--- src/design/cpuex_defines.vh ---
// constants for the instruction execution subset: register map, opcode fields,
// reset values and status bit positions; included by every design file of the block.
`ifndef CPUEX_DEFINES_VH
`define CPUEX_DEFINES_VH

// apb register byte offsets
`define CPUEX_OFF_INSTR     12'h000
`define CPUEX_OFF_STATUS    12'h004
`define CPUEX_OFF_ACCUM     12'h008
`define CPUEX_OFF_PC        12'h00c
`define CPUEX_OFF_PCLATCH   12'h010
`define CPUEX_OFF_STACKTOP  12'h014

// status register bit positions
`define CPUEX_ST_BUSY       0
`define CPUEX_ST_NULL       1
`define CPUEX_ST_TIMEOUT_N  2
`define CPUEX_ST_PWRDOWN_N  3
`define CPUEX_ST_SKIPPED    4

// widths
`define CPUEX_IW            14
`define CPUEX_PCW           13
`define CPUEX_STACK_DEPTH   8

// opcode patterns of 2 to 14 bits, matched against the 14-bit instruction
`define CPUEX_OPC_CALL      2'b10
`define CPUEX_OPC_KICK      14'h0064
`define CPUEX_OPC_FCLR      7'h03
`define CPUEX_OPC_ACLR      7'h02
`define CPUEX_OPC_INV       6'h09
`define CPUEX_OPC_DEC       6'h03
`define CPUEX_OPC_DECSKIP   6'h0b

// instruction fields
`define CPUEX_F_ADDR_HI     6
`define CPUEX_F_DEST        7
`define CPUEX_F_TARGET_HI   10
`define CPUEX_LATCH_HI      4
`define CPUEX_LATCH_LO      3

// alu operation select
`define CPUEX_ALU_CLEAR     2'd0
`define CPUEX_ALU_INVERT    2'd1
`define CPUEX_ALU_DEC       2'd2
`define CPUEX_ALU_PASS      2'd3

// reset values
`define CPUEX_RST_PC        13'h0000
`define CPUEX_RST_ACCUM     8'h00
`define CPUEX_RST_LATCH     5'h00
`define CPUEX_RST_INSTR     14'h0000

`endif

--- src/design/cpuex_alu.v ---
// eight-bit result unit for clear, invert and decrement with null detection.
// assumes a purely combinational use inside the execution core.
`timescale 1ns/10ps
`default_nettype none
`include "cpuex_defines.vh"

module cpuex_alu (
  input wire [1:0] op_sel, // operation select
  input wire [7:0] operand, // file register value
  output reg [7:0] result, // operation result
  output wire result_null // result is all zero
);

  always @* begin
    case (op_sel)
      `CPUEX_ALU_CLEAR: result = 8'h00;
      `CPUEX_ALU_INVERT: result = ~operand;
      `CPUEX_ALU_DEC: result = operand - 8'h01;
      default: result = operand;
    endcase
  end

  // full eight bits take part, so a wrap to zero counts as null
  assign result_null = (result == 8'h00);

endmodule // cpuex_alu

`default_nettype wire

--- src/design/cpuex_core.v ---
// execution core for call, watchdog kick, clear, invert, decrement and
// decrement-skip; instructions arrive over apb, file registers sit outside.
// assumes file_rdata answers file_addr in the same cycle.
//
// Our own choices: the register addresses and register access over APB.
`timescale 1ns/10ps
`default_nettype none
`include "cpuex_defines.vh"

// What this block does
// - call pushes program counter plus one onto the stack top first
// - call loads its 11-bit target into program counter bits 10..0
// - call fills program counter bits 12..11 from upper latch bits 4..3
// - call takes two instruction cycles
// - watchdog kick clears the watchdog counter and its prescaler
// - watchdog kick sets both active-low timeout and power-down flags
// - file clear writes zero to the addressed file register and sets null
// - accumulator clear writes zero to the accumulator and sets null
// - destination bit 0 sends result to accumulator, 1 to file register
// - file invert yields the ones' complement and updates null
// - file decrement subtracts one and updates null
// - decrement-skip subtracts one and leaves null, timeout and power-down flags unchanged; a zero result sets the skipped status bit
// - zero decrement-skip result discards next instruction, costing two cycles
module cpuex_core (
  input wire pclk, // core clock
  input wire presetn, // async reset, active low
  input wire psel, // apb select
  input wire penable, // apb access phase
  input wire pwrite, // apb direction
  input wire [11:0] paddr, // apb byte address
  input wire [31:0] pwdata, // apb write data
  output wire pready, // apb ready
  output reg [31:0] prdata, // apb read data
  output wire pslverr, // apb error on unmapped address
  output wire [6:0] file_addr, // file register read address
  input wire [7:0] file_rdata, // file register read data
  output reg file_we_reg, // file register write strobe
  output reg [6:0] file_waddr_reg, // file register write address
  output reg [7:0] file_wdata_reg, // file register write data
  output reg wdt_clear_reg, // clear watchdog counter and prescaler
  input wire wdt_timeout, // watchdog expired, clears timeout flag
  input wire powerdown_event, // sleep entered, clears power-down flag
  output wire [`CPUEX_PCW-1:0] pc_out, // program counter
  output wire [`CPUEX_PCW-1:0] stack_top // return address on top of stack
);

  localparam ST_IDLE = 3'b001;
  localparam ST_EXEC = 3'b010;
  localparam ST_SECOND = 3'b100;

  reg [2:0] state_reg;
  reg [2:0] state_next;
  reg [`CPUEX_IW-1:0] instr_reg;
  reg [`CPUEX_PCW-1:0] pc_reg;
  reg [`CPUEX_PCW-1:0] pc_next;
  reg [7:0] accum_reg;
  reg [7:0] accum_next;
  reg [4:0] pc_upper_latch_reg;
  reg null_flag_reg;
  reg null_flag_next;
  reg timeout_flag_n_reg;
  reg powerdown_flag_n_reg;
  reg timeout_flag_n_next;
  reg powerdown_flag_n_next;
  reg skipped_reg;
  reg skipped_next;
  reg second_is_call_reg;
  reg second_is_call_next;
  reg [`CPUEX_PCW-1:0] stack_mem [0:`CPUEX_STACK_DEPTH-1];
  reg [2:0] stack_ptr_reg;
  reg [`CPUEX_PCW-1:0] stack_top_next;
  reg [31:0] rdata_next;
  reg push;
  reg kick;
  reg fwrite;
  reg [1:0] alu_op;
  wire [7:0] alu_result;
  wire alu_null;
  wire busy;
  wire apb_access;
  wire apb_wr;
  wire addr_ok;
  wire [5:0] opc6;
  wire [6:0] opc7;
  wire dest_file;
  wire [`CPUEX_PCW-1:0] pc_plus1;

  assign busy = ~state_reg[0];
  assign apb_access = psel & penable;
  // registers change under execution, so every access waits for idle
  assign pready = ~busy;
  assign addr_ok = (paddr == `CPUEX_OFF_INSTR) | (paddr == `CPUEX_OFF_STATUS) |
                   (paddr == `CPUEX_OFF_ACCUM) | (paddr == `CPUEX_OFF_PC) |
                   (paddr == `CPUEX_OFF_PCLATCH) | (paddr == `CPUEX_OFF_STACKTOP);
  assign pslverr = apb_access & pready & ~addr_ok;
  assign apb_wr = apb_access & pready & pwrite & addr_ok;

  assign opc6 = instr_reg[13:8];
  assign opc7 = instr_reg[13:7];
  assign dest_file = instr_reg[`CPUEX_F_DEST];
  assign file_addr = instr_reg[`CPUEX_F_ADDR_HI:0];
  assign pc_plus1 = pc_reg + 13'h0001;
  assign pc_out = pc_reg;
  assign stack_top = stack_mem[stack_ptr_reg - 3'd1];

  cpuex_alu u_alu (
    .op_sel(alu_op),
    .operand(file_rdata),
    .result(alu_result),
    .result_null(alu_null)
  );

  // decode and next-state for one instruction cycle
  always @* begin
    state_next = state_reg;
    pc_next = pc_reg;
    accum_next = accum_reg;
    null_flag_next = null_flag_reg;
    skipped_next = skipped_reg;
    second_is_call_next = second_is_call_reg;
    push = 1'b0;
    kick = 1'b0;
    fwrite = 1'b0;
    alu_op = `CPUEX_ALU_PASS;
    case (state_reg)
      ST_IDLE: begin
        if (apb_wr && paddr == `CPUEX_OFF_INSTR) begin
          state_next = ST_EXEC;
        end
      end
      ST_EXEC: begin
        state_next = ST_IDLE;
        pc_next = pc_plus1;
        skipped_next = 1'b0;
        if (instr_reg[13:12] == `CPUEX_OPC_CALL) begin
          push = 1'b1;
          second_is_call_next = 1'b1;
          state_next = ST_SECOND;
          pc_next = pc_reg;
        end else if (instr_reg == `CPUEX_OPC_KICK) begin
          kick = 1'b1;
        end else if (opc7 == `CPUEX_OPC_FCLR) begin
          alu_op = `CPUEX_ALU_CLEAR;
          fwrite = 1'b1;
          null_flag_next = 1'b1;
        end else if (opc7 == `CPUEX_OPC_ACLR) begin
          accum_next = 8'h00;
          null_flag_next = 1'b1;
        end else if (opc6 == `CPUEX_OPC_INV || opc6 == `CPUEX_OPC_DEC) begin
          alu_op = (opc6 == `CPUEX_OPC_INV) ? `CPUEX_ALU_INVERT : `CPUEX_ALU_DEC;
          null_flag_next = alu_null;
          if (dest_file) begin
            fwrite = 1'b1;
          end else begin
            accum_next = alu_result;
          end
        end else if (opc6 == `CPUEX_OPC_DECSKIP) begin
          alu_op = `CPUEX_ALU_DEC;
          if (dest_file) begin
            fwrite = 1'b1;
          end else begin
            accum_next = alu_result;
          end
          if (alu_null) begin
            // second cycle is the no-op standing in for the skipped word
            second_is_call_next = 1'b0;
            skipped_next = 1'b1;
            state_next = ST_SECOND;
          end
        end
      end
      ST_SECOND: begin
        state_next = ST_IDLE;
        if (second_is_call_reg) begin
          pc_next = {pc_upper_latch_reg[`CPUEX_LATCH_HI:`CPUEX_LATCH_LO],
                     instr_reg[`CPUEX_F_TARGET_HI:0]};
        end else begin
          pc_next = pc_plus1;
        end
      end
      default: begin
        state_next = ST_IDLE;
      end
    endcase
  end

  // execution state, architectural registers and software writes
  always @(posedge pclk or negedge presetn) begin
    if (!presetn) begin
      state_reg <= ST_IDLE;
      instr_reg <= `CPUEX_RST_INSTR;
      pc_reg <= `CPUEX_RST_PC;
      accum_reg <= `CPUEX_RST_ACCUM;
      pc_upper_latch_reg <= `CPUEX_RST_LATCH;
      null_flag_reg <= 1'b0;
      skipped_reg <= 1'b0;
      second_is_call_reg <= 1'b0;
    end else begin
      state_reg <= state_next;
      null_flag_reg <= null_flag_next;
      skipped_reg <= skipped_next;
      second_is_call_reg <= second_is_call_next;
      pc_reg <= pc_next;
      accum_reg <= accum_next;
      if (apb_wr) begin
        case (paddr)
          `CPUEX_OFF_INSTR: instr_reg <= pwdata[`CPUEX_IW-1:0];
          `CPUEX_OFF_ACCUM: accum_reg <= pwdata[7:0];
          `CPUEX_OFF_PC: pc_reg <= pwdata[`CPUEX_PCW-1:0];
          `CPUEX_OFF_PCLATCH: pc_upper_latch_reg <= pwdata[4:0];
          default: begin
          end
        endcase
      end
    end
  end

  // flags set by the kick; a same-cycle watchdog or sleep event wins
  always @* begin
    timeout_flag_n_next = timeout_flag_n_reg;
    powerdown_flag_n_next = powerdown_flag_n_reg;
    if (wdt_timeout) begin
      timeout_flag_n_next = 1'b0;
    end else if (kick) begin
      timeout_flag_n_next = 1'b1;
    end
    if (powerdown_event) begin
      powerdown_flag_n_next = 1'b0;
    end else if (kick) begin
      powerdown_flag_n_next = 1'b1;
    end
  end

  always @(posedge pclk or negedge presetn) begin
    if (!presetn) begin
      timeout_flag_n_reg <= 1'b1;
      powerdown_flag_n_reg <= 1'b1;
    end else begin
      timeout_flag_n_reg <= timeout_flag_n_next;
      powerdown_flag_n_reg <= powerdown_flag_n_next;
    end
  end

  // return stack wraps silently after eight pushes, like a hardware stack
  always @(posedge pclk or negedge presetn) begin
    if (!presetn) begin
      stack_ptr_reg <= 3'd0;
    end else if (push) begin
      stack_ptr_reg <= stack_ptr_reg + 3'd1;
    end
  end

  always @(posedge pclk) begin
    if (push) begin
      stack_mem[stack_ptr_reg] <= pc_plus1;
    end
  end

  // file write and watchdog clear leave one cycle after the execute cycle
  always @(posedge pclk or negedge presetn) begin
    if (!presetn) begin
      file_we_reg <= 1'b0;
      file_waddr_reg <= 7'h00;
      file_wdata_reg <= 8'h00;
      wdt_clear_reg <= 1'b0;
    end else begin
      file_we_reg <= fwrite;
      wdt_clear_reg <= kick;
      if (fwrite) begin
        file_waddr_reg <= file_addr;
        file_wdata_reg <= alu_result;
      end
    end
  end

  // read word built from next values, so the flop already shows the registers
  // as they stand in the access cycle; costs no wait state
  always @* begin
    stack_top_next = push ? pc_plus1 : stack_top;
    rdata_next = 32'h0000_0000;
    case (paddr)
      `CPUEX_OFF_INSTR: rdata_next[`CPUEX_IW-1:0] = instr_reg;
      `CPUEX_OFF_STATUS: begin
        rdata_next[`CPUEX_ST_BUSY] = ~state_next[0];
        rdata_next[`CPUEX_ST_NULL] = null_flag_next;
        rdata_next[`CPUEX_ST_TIMEOUT_N] = timeout_flag_n_next;
        rdata_next[`CPUEX_ST_PWRDOWN_N] = powerdown_flag_n_next;
        rdata_next[`CPUEX_ST_SKIPPED] = skipped_next;
      end
      `CPUEX_OFF_ACCUM: rdata_next[7:0] = accum_next;
      `CPUEX_OFF_PC: rdata_next[`CPUEX_PCW-1:0] = pc_next;
      `CPUEX_OFF_PCLATCH: rdata_next[4:0] = pc_upper_latch_reg;
      `CPUEX_OFF_STACKTOP: rdata_next[`CPUEX_PCW-1:0] = stack_top_next;
      default: rdata_next = 32'h0000_0000;
    endcase
  end

  // a software write lands at the same edge, but apb puts a setup cycle
  // between it and any read, so the stale word is never taken
  always @(posedge pclk or negedge presetn) begin
    if (!presetn) begin
      prdata <= 32'h0000_0000;
    end else begin
      prdata <= rdata_next;
    end
  end

endmodule // cpuex_core

`default_nettype wire

--- config.mk ---
export PLATFORM = sky130hd
export DESIGN_NAME = cpuex_core
export DESIGN_NICKNAME = d
export VERILOG_FILES = /design/src/design/cpuex_alu.v /design/src/design/cpuex_core.v
export VERILOG_INCLUDE_DIRS = /design/src /design/src/design
export SDC_FILE = /design/constraint.sdc
export NUM_CORES = 1
export LEC_CHECK = 0
export BUFFER_PORTS_ARGS = -buffer_cell sky130_fd_sc_hd__buf_2
export CAP_MARGIN = 20
export CORE_MARGIN = 5
export CORE_UTILIZATION = 57
export CTS_BUF_LIST = sky130_fd_sc_hd__clkbuf_4 sky130_fd_sc_hd__clkbuf_8 sky130_fd_sc_hd__clkbuf_16
export DETAILED_ROUTE_END_ITERATION = 8
export HOLD_SLACK_MARGIN = 0.12
export PLACE_DENSITY = 0.85
export SYNTH_ARGS = -nofsm -noshare
export SYNTH_HDL_FRONTEND = slang
export SYNTH_SLANG_ARGS = --single-unit
--- constraint.sdc ---
create_clock -name pclk -period 3.95 [get_ports pclk]
set_input_delay 0.9875 -clock pclk [delete_from_list [all_inputs] [get_ports pclk]]
set_output_delay 0.9875 -clock pclk [all_outputs]
set_load 0.1 [all_outputs]
==> results of run 1 <==
[cells by family after synthesis]
group	share of synthesized area, %
buffers and inverters	4.25
other	0.0432
DFF	59.7
muxes	13.9
xor gates and xnor gates	1.51
and+or+nand+nor	10.8
AOI/OAI and AO/OA	9.17
adders and majority gates	0.577
[power by group]
| part | internal [µW] | leakage [µW] | switching (µW) |
|---|---|---|---|
| combinational | 28.5 | 0.00175 | 140 |
| sequential | 2040 | 0.00186 | 1.22 |
| clock | 1060 | 0.000292 | 705 |
[area by class of cell]
cell class / instances / area [µm²] / area share [%]
well taps: 188 / 235 / 2.35
multi-input cells: 409 / 3200 / 32.0
flip-flops and latches: 186 / 5180 / 51.8
inverters: 16 / 60.1 / 0.601
repair buffers: 128 / 718 / 7.18
clock inverters: 14 / 176 / 1.76
clock buffers: 18 / 433 / 4.33
[how the worst min path moves through the flow]
stage | start | to | slack (ns) | cells past startpoint
after floorplan | timeout_flag_n_reg$_DFF_PN1_ | timeout_flag_n_reg$_DFF_PN1_ | 0.44 | 2
after global placement | file_wdata_reg[0]$_DFFE_PN0P_ | file_wdata_reg[0]$_DFFE_PN0P_ | 0.46 | 2
after detailed placement | timeout_flag_n_reg$_DFF_PN1_ | timeout_flag_n_reg$_DFF_PN1_ | 0.47 | 2
after CTS | timeout_flag_n_reg$_DFF_PN1_ | timeout_flag_n_reg$_DFF_PN1_ | 0.48 | 2
after global routing | presetn | instr_reg[9]$_DFFE_PN0P_ | 0.42 | 1
final | presetn | instr_reg[9]$_DFFE_PN0P_ | 0.43 | 1
[routing by layer]
| layer | GRT usage (%) | share of wire, % |
|---|---|---|
| met1 | 33.8 | 39 |
| met2 | 42.5 | 51 |
| met3 | 6.27 | 7.7 |
| met4 | 7.26 | 2.2 |
| met5 | 0 | 0 |
[through the flow]
step	utilization (%)	setup WS, ns	instances	power [µW]
finish	66.3	0.309	959	3970
global placement	62.0	0.205	926	2240
CTS	66.1	0.300	958	3980
floorplan	-	0.0703	668	2200
global route	66.3	0.192	959	4090
detailed placement	62.0	0.0712	926	2240
[synthesized netlist by cell type, types with 3 or more instances]
cell type | n | area [µm²]
buf_4 | 25 | 188
mux2i_1 | 7 | 70.1
a22oi_1 | 11 | 82.6
ha_1 | 4 | 50.1
clkbuf_1 | 27 | 101
edfxtp_1 | 104 | 3120
or3_1 | 6 | 37.5
mux4_2 | 26 | 586
xnor2_1 | 10 | 87.6
xor2_1 | 5 | 43.8
and2_1 | 5 | 31.3
nor2_1 | 52 | 195
nand4_1 | 4 | 25.0
mux2_2 | 49 | 552
buf_1 | 4 | 15.0
a222oi_1 | 8 | 80.1
nand3_1 | 10 | 50.1
nand2_1 | 35 | 131
nor3_1 | 17 | 85.1
nand2b_1 | 8 | 50.1
a21oi_1 | 38 | 190
and3_1 | 7 | 43.8
and4_1 | 3 | 26.3
o21ai_0 | 17 | 85.1
nor2b_1 | 5 | 31.3
nor4_1 | 3 | 18.8
dfrtp_1 | 79 | 1980
o211ai_1 | 5 | 37.5
inv_1 | 15 | 56.3
o31ai_1 | 3 | 22.5
dfstp_2 | 3 | 78.8
o221ai_1 | 11 | 96.3
[placed cells by master, fill, tap and decap left out, types with 3 or more instances in the layout]
cell type	synthesis	layout
a21oi_1	38	38
a222oi_1	8	8
a22oi_1	11	11
and2_1	5	5
and3_1	7	7
and4_1	3	3
buf_2	1	105
buf_4	25	22
bufinv_16	0	4
clkbuf_16	0	17
clkinv_1	1	4
conb_1	1	18
dfrtp_1	79	79
dfstp_2	3	3
edfxtp_1	104	104
ha_1	4	4
inv_1	15	15
mux2_2	49	49
mux2i_1	7	7
mux4_2	26	26
nand2_1	35	35
nand2b_1	8	8
nand3_1	10	10
nand4_1	4	4
nor2_1	52	52
nor2b_1	5	5
nor3_1	17	17
o211ai_1	5	5
o21ai_0	17	17
o221ai_1	11	11
o31ai_1	3	3
or3_1	6	6
xnor2_1	10	10
xor2_1	5	5
==> metrics.md, run 1 <==
| Metric | Value |
|---|---|
| Hold buffers post-CTS | `0` |
| # fillers | `between 1k and 1.5k` |
| CP endpoint kind | `output port` |
| Asr flop ratio synth | `44.1%` |
| Fin Hold WS | `approximately 0.43 ns` |
| Reg-to-Reg End | `state_reg[0]$_DFF_PN1_` |
| Nets | `a little over 800` |
| Netlist cell types | `70` |
| TritonCTS clock tree | `built` |
| Buf/Inv on CP | `3` |
| Postcts setup bufs | `0` |
| Post-synth EDFFs | `around 100` |
| Dpl cell area | `between 9000 and 10000 µm²` |
| H-tree levels | `4` |
| Chip width | `133 µm` |
| Worst VDD drop | `0.323 mV` |
| Final min period | `3.64 ns` |
| CTS buffer count | `17` |
| Crit path max fanout | `27` |
| ANT cells | `0` |
| Crit path required time | `2.96 ns` |
| Core Rows | `45` |
| Tcrit/Tclk final | `92.2%` |
| Routed len/inst | `around 23 µm` |
| Clock Skews | `0.00701 ns` |
| CTS Root Cell | `clkbuf_16` |
| DR iter-0 viols | `685` |
| GRT Util Overall | `25.5%` |
| Final Max Slew Viols | `0` |
| CTS resizes | `0` |
| Clock latency on the worst-skew pair | `around 0.43 ns` |
| Layout cells sized above 1 | `about 32%` |
| GR Overflow Total | `0` |
| Largest net degree at the start of global routing | `83` |
| Routed Antenna Nets | `0` |
| Sequential share of the synthesized area | `approximately three fifths` |
| HPWL after DPL | `15400 µm` |
| CP Capture Point | `stack_top[6]` |
| Worst-margin pin slew | `0.856 ns` |
| Post-synthesis register bit count | `186` |
| RSZ-0062 raised after global routing | `no` |
| Total number of vias | `6110` |
| Setup TNS | `0 ns` |
| Port Buf Inserts | `106` |
| Reg2reg start | `instr_reg[10]$_DFFE_PN0P_` |
| Max-cap violations | `0` |
| First-pass GRT wire length | `34700 µm` |
| Nature of the critical path startpoint | `flop` |
| Syn-to-layout area delta | `15.3%` |
| Hold crit path type | `in2async` |
| Cell Pwr Density | `397 nW/µm²` |
| CP top delay family | `buffers and inverters` |
| R2r setup slk | `0.62 ns` |
| Worst setup path start | `stack_ptr_reg[1]$_DFFE_PN0P_` |
| Critical-path top delay cell | `dfrtp_1` |
| # clock sinks | `186` |
| DRC | `0` |
| Design area | `between 9000 and 10000 µm²` |
| Clk buf depth | `2` |
| Cell count along the critical path | `6` |
| Ys flop type | `edfxtp_1` |
| Clk pin slew, worst setup/hold paths | `0.07 ns` |
| Vias in the first global route | `6096` |
| CP cell instances | `inv_1, ha_1, buf_4, mux4_2, mux2_2, buf_2` |
| Initial antenna violation count | `0` |
| Data arrival time of the worst path | `roughly 2.7 ns` |
| Leak | `0.00390 µW` |
| Critical path type | `reg2out` |
| Largest register FFs | `around 100` |
| FF-to-FF path depth | `7` |
| Final setup viols | `0` |
| Num ports | `143` |
| Chip Height | `133 µm` |
| Post-Synthesis Cells | `651` |
| Global placement routability congestion | `0.891` |
| Starting density of the core | `a little under three fifths` |
| Slew headroom | `42.8%` |
| Syn. warnings | `0` |
| Final Hold Fails | `0` |
| Syn avg cell area | `13.3 µm²` |
| Drt via density | `6.37` |
| Syn Std Cell Area | `around 8700 µm²` |
| Run status | `completed` |
| Core area | `approximately 15000 µm²` |
| Fmax | `275 MHz` |
| DIE AREA | `approximately 18000 µm²` |
| Total Wirelength | `between 20000 and 25000 µm` |
| Detailed Routing Iterations Pass 1 | `7` |
| CP max stage delay | `0.46 ns` |
Note: power is estimated with default switching activity, not from simulation.
==> run 2: changes to the inputs <==
--- a/config.mk
+++ b/config.mk
@@ -6,9 +6,9 @@
 export SDC_FILE = /design/constraint.sdc
 export NUM_CORES = 1
 export LEC_CHECK = 0
+export ABC_CLOCK_PERIOD_IN_PS = 3950
 export BUFFER_PORTS_ARGS = -buffer_cell sky130_fd_sc_hd__buf_2
 export CAP_MARGIN = 20
-export CORE_MARGIN = 5
 export CORE_UTILIZATION = 57
 export CTS_BUF_LIST = sky130_fd_sc_hd__clkbuf_4 sky130_fd_sc_hd__clkbuf_8 sky130_fd_sc_hd__clkbuf_16
 export DETAILED_ROUTE_END_ITERATION = 8
==> run 2 against run 1 <==
  * Via count up 0.77%
  * The flow now finishes with violations (design-rule violations)
  * Flip-flop and latch count unchanged
  * Total power down 5.8%
  * Wire length down 4.0%
  * Cell count down 0.31%
  * Non-clock buffer count up 1
  * Register-to-register slack better by 0.20 ns
  * Die area down 12%
  * Clock-buffer cell count up 2
  * Core utilization up 1.2 points
  * Combinational power about the same
  * Clock power down 13%
==> metrics.md, run 2 (synthesized netlist as in run 1, its figures left out) <==
| Metric | Value |
|---|---|
| Port Buf Inserts | `106 (unchanged)` |
| Clock latency on the worst-skew pair | `0.43 ns (about the same)` |
| Global placement routability congestion | `0.876 (-1.7%)` |
| CTS resizes | `0 (unchanged)` |
| M1 WL | `8220 µm (-4.6%)` |
| Core Rows | `44 (-2.2%)` |
| Crit path required time | `2.96 ns (about the same)` |
| Max-cap violations | `0 (unchanged)` |
| Detailed Routing Iterations Pass 1 | `9 (+2)` |
| Data arrival time of the worst path | `2.68 ns (+0.03 ns)` |
| Clk pin slew, worst setup/hold paths | `0.06 ns (about the same)` |
| Most frequent cells in the layout | `buf_2 (105), edfxtp_1 (104), dfrtp_1 (78)` |
| Largest net degree at the start of global routing | `83 (unchanged)` |
| Hold buffers post-CTS | `0 (unchanged)` |
| Crit path max fanout | `27 (unchanged)` |
| Critical path type | `reg2out` |
| Routed Antenna Nets | `0 (unchanged)` |
| Slew headroom | `40.3% (-2.5 points)` |
| # fillers | `1025 (-5.6%)` |
| Wire length on met3 | `1770 µm (+3.9%)` |
| Total Wirelength | `21300 µm (-4.0%)` |
| Core area | `14700 µm² (-2.6%)` |
| Setup TNS | `0 ns (unchanged)` |
| Cell Pwr Density | `377 nW/µm² (-5.1%)` |
| CP endpoint kind | `output port` |
| DR iter-0 viols | `791 (+15%)` |
| Layout cells sized above 1 | `32.4% (-0.042 points)` |
| HPWL after DPL | `14900 µm (-3.6%)` |
| Post-Place Cells | `923 (-0.32%)` |
| First-pass GRT wire length | `33000 µm (-4.9%)` |
| Commonest non-fill, non-tap cell in the layout | `buf_2` |
| Max Used Layer | `met4` |
| TritonCTS clock tree | `built` |
| Fin cells | `956 (-0.31%)` |
| Final setup viols | `0 (unchanged)` |
| Chip width | `125 µm (-6.0%)` |
| RSZ-0062 raised after global routing | `no` |
| Final Max Slew Viols | `0 (unchanged)` |
| Final min period | `3.67 ns (+0.0260 ns)` |
| Clk buf depth | `2 (unchanged)` |
| Failing checks | `design-rule violations` |
| GRT Util Overall | `28.1% (+2.6 points)` |
| Initial antenna violation count | `0 (unchanged)` |
| CTS Root Cell | `clkbuf_16` |
| Nature of the critical path startpoint | `flop` |
| Leak | `0.00387 µW (-0.85%)` |
| Total number of vias | `6157 (+0.77%)` |
| Hold crit path type | `in2async` |
| Run status | `finished with violations` |
| DR WL met2 | `10700 µm (-5.6%)` |
| Postcts setup bufs | `0 (unchanged)` |
| GR Overflow Total | `0 (unchanged)` |
| DIE AREA | `15700 µm² (-12%)` |
| CTS buffer count | `17 (unchanged)` |
| Starting density of the core | `59.0% (+1.5 points)` |
| Drt via density | `6.44 (+1.1%)` |
| ANT cells | `0 (unchanged)` |
| Num ports | `143 (unchanged)` |
| DRC | `2 (+2)` |
| Fmax | `273 MHz (-0.71%)` |
| Nets | `822 (+0.12%)` |
| Worst-margin pin slew | `0.889 ns (+0.0325 ns)` |
| Fin Hold WS | `0.435 ns (+0.0100 ns)` |
| Tcrit/Tclk final | `92.8% (+0.66 points)` |
| Worst VDD drop | `0.277 mV (-14%)` |
| H-tree levels | `4 (unchanged)` |
| Syn-to-layout area delta | `14.3%` |
| Routed len/inst | `22.3 µm (-3.7%)` |
| Vias in the first global route | `5938 (-2.6%)` |
| Largest register FFs | `104 (unchanged)` |
| Clock Skews | `0.00527 ns (-0.00173 ns)` |
| # clock sinks | `186 (unchanged)` |
| Chip Height | `125 µm (-6.0%)` |
| Final Hold Fails | `0 (unchanged)` |
==> run 2: cell count changes in the layout (fill, tap and decap cells not counted), sizes merged <==
cell / delta
clkinvlp: -2
buf: +1
bufinv: -4
inv: +1
clkinv: +3
clkbuf: +2
==> run 2: final cells by class <==
cell class                 instances  area [µm²]  share of cell area [%]
clock buffer                      20         448                    4.52
tap                              184         230                    2.32
timing repair buffer             129         726                    7.32
multi-input combinational        409        3200                    32.2
sequential                       186        5180                    52.2
inverter                          16        60.1                   0.606
clock inverter                    12        75.1                   0.757
==> run 2: per-stage QoR <==
stage / instance area [µm²] / worst slack (ns) / total power [µW] / utilization (%)
detailed placement: 9370 / 0.382 / 2240 / 63.7
global placement: 9370 / 0.349 / 2240 / 63.7
CTS: 9890 / 0.269 / 3740 / 67.3
finish: 9920 / 0.283 / 3740 / 67.5
floorplan: 8740 / 0.0703 / 2200 / -
global route: 9920 / 0.215 / 3820 / 67.5
==> run 2: final timing paths <==
path | start | end | slack [ns] | depth (start not counted)
worst max-delay path | stack_ptr_reg[1]$_DFFE_PN0P_ | stack_top[12] | 0.28 | 6
min in group pclk | timeout_flag_n_reg$_DFF_PN1_ | timeout_flag_n_reg$_DFF_PN1_ | 0.48 | 2
worst min-delay path | presetn | file_wdata_reg[7]$_DFFE_PN0P_ | 0.44 | 1
max in group asynchronous | presetn | timeout_flag_n_reg$_DFF_PN1_ | 2.86 | 2
worst max register to register | instr_reg[10]$_DFFE_PN0P_ | state_reg[0]$_DFF_PN1_ | 0.82 | 7
worst min register to register | timeout_flag_n_reg$_DFF_PN1_ | timeout_flag_n_reg$_DFF_PN1_ | 0.48 | 2
==> run 2: power breakdown <==
| part | leakage, µW | switching (µW) | internal, µW |
|---|---|---|---|
| registers | 0.00186 | 1.24 | 2040 |
| logic | 0.00176 | 139 | 28.4 |
| clock network | 0.000257 | 711 | 819 |
| total | 0.00387 | 852 | 2880 |
==> run 2: metal layers <==
metal	vias up	track usage [%]
met1	3057	36.3
met2	382	47.8
met3	58	4.71
met4	0	11.1
li1	2660	-
met5	-	0
==> run 2: critical path, stage by stage (launching register included) <==
cell and delay, ns:
dfrtp_1 0.47, inv_1 0.11, ha_1 0.30, buf_4 0.35, mux4_2 0.37, mux2_2 0.32, buf_2 0.30
==> run 3: changes to the inputs <==
--- a/config.mk
+++ b/config.mk
@@ -13,7 +13,7 @@
 export CTS_BUF_LIST = sky130_fd_sc_hd__clkbuf_4 sky130_fd_sc_hd__clkbuf_8 sky130_fd_sc_hd__clkbuf_16
 export DETAILED_ROUTE_END_ITERATION = 8
 export HOLD_SLACK_MARGIN = 0.12
-export PLACE_DENSITY = 0.85
+export PLACE_DENSITY = 0.87
 export SYNTH_ARGS = -nofsm -noshare
 export SYNTH_HDL_FRONTEND = slang
 export SYNTH_SLANG_ARGS = --single-unit
==> run 3 against run 2 <==
  * The flow still finishes with violations (design-rule violations)
  * Highest routed layer unchanged
  * Via count rose by 1.3%
  * Largest cell class unchanged
  * Sequential power about the same
  * Design area is 0.86% higher
  * Register-to-register slack worse by 0.16 ns
  * Critical path type unchanged
  * Hold slack got worse by 0.030 ns
  * Critical endpoint is now stack_top[4]
==> metrics.md, run 3 (synthesized netlist as in run 1, its figures left out) <==
| Metric | Value |
|---|---|
| Clk buf depth | `2 (unchanged)` |
| HPWL after DPL | `14800 µm (-0.65%)` |
| Run status | `finished with violations` |
| FF+latch area | `5180 µm² (unchanged)` |
| Fin cells | `956 (unchanged)` |
| Slew headroom | `42.3% (+1.9 points)` |
| Layout cells sized above 1 | `33.0% (+0.65 points)` |
| # fillers | `1004 (-2.0%)` |
| Area of the multi-input gates | `3200 µm² (unchanged)` |
| Final Hold Fails | `0 (unchanged)` |
| RSZ-0062 raised after global routing | `no` |
| Port Buf Inserts | `106 (unchanged)` |
| CTS buffer count | `17 (unchanged)` |
| Final Max Slew Viols | `0 (unchanged)` |
| DR iter-0 viols | `824 (+4.2%)` |
| First-pass GRT wire length | `34000 µm (+3.0%)` |
| Num ports | `143 (unchanged)` |
| Clock latency on the worst-skew pair | `0.44 ns (about the same)` |
| Critical path type | `reg2out` |
| Routed len/inst | `22.8 µm (+2.6%)` |
| Core Rows | `44 (unchanged)` |
| Chip Height | `125 µm (unchanged)` |
| H-tree levels | `4 (unchanged)` |
| Leak | `0.00390 µW (+0.86%)` |
| CTS resizes | `0 (unchanged)` |
| Clk pin slew, worst setup/hold paths | `0.07 ns (about the same)` |
| # clock sinks | `186 (unchanged)` |
| Commonest non-fill, non-tap cell in the layout | `buf_2` |
| R2r setup slk | `0.66 ns (-0.16 ns)` |
| FF-to-FF path depth | `8 (+1)` |
| ANT cells | `0 (unchanged)` |
| CP max stage delay | `0.47 ns (about the same)` |
| Core area | `14700 µm² (unchanged)` |
| Worst-margin pin slew | `0.864 ns (-0.0246 ns)` |
| Initial antenna violation count | `0 (unchanged)` |
| Starting density of the core | `59.0% (unchanged)` |
| Syn-to-layout area delta | `15.3%` |
| Critical-path top delay cell | `dfrtp_1` |
| Routed Antenna Nets | `0 (unchanged)` |
| Tcrit/Tclk final | `93.7% (+0.87 points)` |
| Nets | `822 (unchanged)` |
| Total number of vias | `6237 (+1.3%)` |
| TritonCTS clock tree | `built` |
| Postcts setup bufs | `0 (unchanged)` |
| Setup TNS | `0 ns (unchanged)` |
| Reg2reg start | `pc_out[0]$_DFF_PN0_` |
| Hold buffers post-CTS | `0 (unchanged)` |
| Drt via density | `6.52 (+1.3%)` |
| Data arrival time of the worst path | `2.71 ns (+0.03 ns)` |
| Vias in the first global route | `6163 (+3.8%)` |
| Fmax | `270 MHz (-0.93%)` |
| Largest register FFs | `104 (unchanged)` |
| Crit path required time | `2.96 ns (about the same)` |
| Final min period | `3.70 ns (+0.0345 ns)` |
| GR Overflow Total | `0 (unchanged)` |
| Failing checks | `design-rule violations` |
| CP cell instances | `inv_1, ha_1, buf_4, mux4_2, mux2_2, buf_2` |
| Max-cap violations | `0 (unchanged)` |
| Global placement routability congestion | `0.900 (+2.8%)` |
| Cell Pwr Density | `394 nW/µm² (+4.6%)` |
| Total Wirelength | `21800 µm (+2.6%)` |
| Clock Skews | `0.00912 ns (+0.00385 ns)` |
| DIE AREA | `15700 µm² (unchanged)` |
| GRT Util Overall | `28.9% (+0.79 points)` |
| CP endpoint kind | `output port` |
| Reg-to-Reg End | `pc_out[12]$_DFF_PN0_` |
| Nature of the critical path startpoint | `flop` |
| Most frequent cells in the layout | `buf_2 (105), edfxtp_1 (104), dfrtp_1 (78)` |
| Post-Place Cells | `923 (unchanged)` |
| CTS Root Cell | `clkbuf_16` |
| DRC | `3 (+1)` |
| Largest net degree at the start of global routing | `83 (unchanged)` |
| Worst VDD drop | `0.272 mV (-1.8%)` |
| Final setup viols | `0 (unchanged)` |
| Crit path max fanout | `27 (unchanged)` |
| Detailed Routing Iterations Pass 1 | `9 (unchanged)` |
| Hold crit path type | `in2async` |
| Chip width | `125 µm (unchanged)` |
## run 3: cell count changes in the layout (fill, tap and decap cells not counted), sizes merged
cell,previous run,this run
inv,17,23
clkbuf,20,17
clkinvlp,1,3
bufinv,0,2
clkinv,10,3
## run 3: how the worst max path moves through the flow
| stage | start | to | depth (start not counted) |
|---|---|---|---|
| after floorplan | state_reg[0]$_DFF_PN1_ | pslverr | 3 |
| after global placement | file_rdata[0] | state_reg[0]$_DFF_PN1_ | 10 |
| after detailed placement | file_rdata[0] | state_reg[0]$_DFF_PN1_ | 10 |
| after CTS | stack_ptr_reg[1]$_DFFE_PN0P_ | stack_top[7] | 6 |
| after global routing | stack_ptr_reg[1]$_DFFE_PN0P_ | stack_top[12] | 6 |
| final | stack_ptr_reg[1]$_DFFE_PN0P_ | stack_top[4] | 6 |
## run 3: layout make-up
class,count,share of cell area [%]
sequential,186,51.8
multi-input combinational,409,32.0
timing repair buffer,129,7.26
clock buffer,17,4.25
tap,184,2.30
clock inverter,15,1.83
inverter,16,0.600
## run 3: power by group
part | switching, µW | internal, µW
Sequential | 1.17 | 2040
Clock | 779 | 958
Combinational | 139 | 28.4
Total | 920 | 3020
## run 3: worst max-delay path, delay by kind of cell (launching register included)
kind	cells	cell delay, ns
flip-flops	1	0.47
buffers and inverters	3	0.79
adder cells (fa/ha/maj)	1	0.30
multiplexers	2	0.71
## run 3: through the flow
| step | cell area, µm² | power (µW) | util [%] | setup WS, ns | hold WS [ns] |
|---|---|---|---|---|---|
| after floorplan | 8740 | 2200 | - | 0.0703 | 0.442 |
| after global placement | 9370 | 2240 | 63.7 | 0.401 | 0.460 |
| after detailed placement | 9370 | 2240 | 63.7 | 0.378 | 0.468 |
| after CTS | 9970 | 3950 | 67.9 | 0.248 | 0.478 |
| after global routing | 10000 | 4030 | 68.0 | 0.155 | 0.414 |
| final | 10000 | 3940 | 68.0 | 0.249 | 0.405 |
## run 3: per-layer routing
layer  up-vias  global-route usage (%)  wire length (µm)
li1       2662                       -                 -
met1      3102                    35.7              8080
met2       406                    49.9             11200
met3        67                    6.50              1950
met4         0                    11.1               636
met5         -                       0                 0
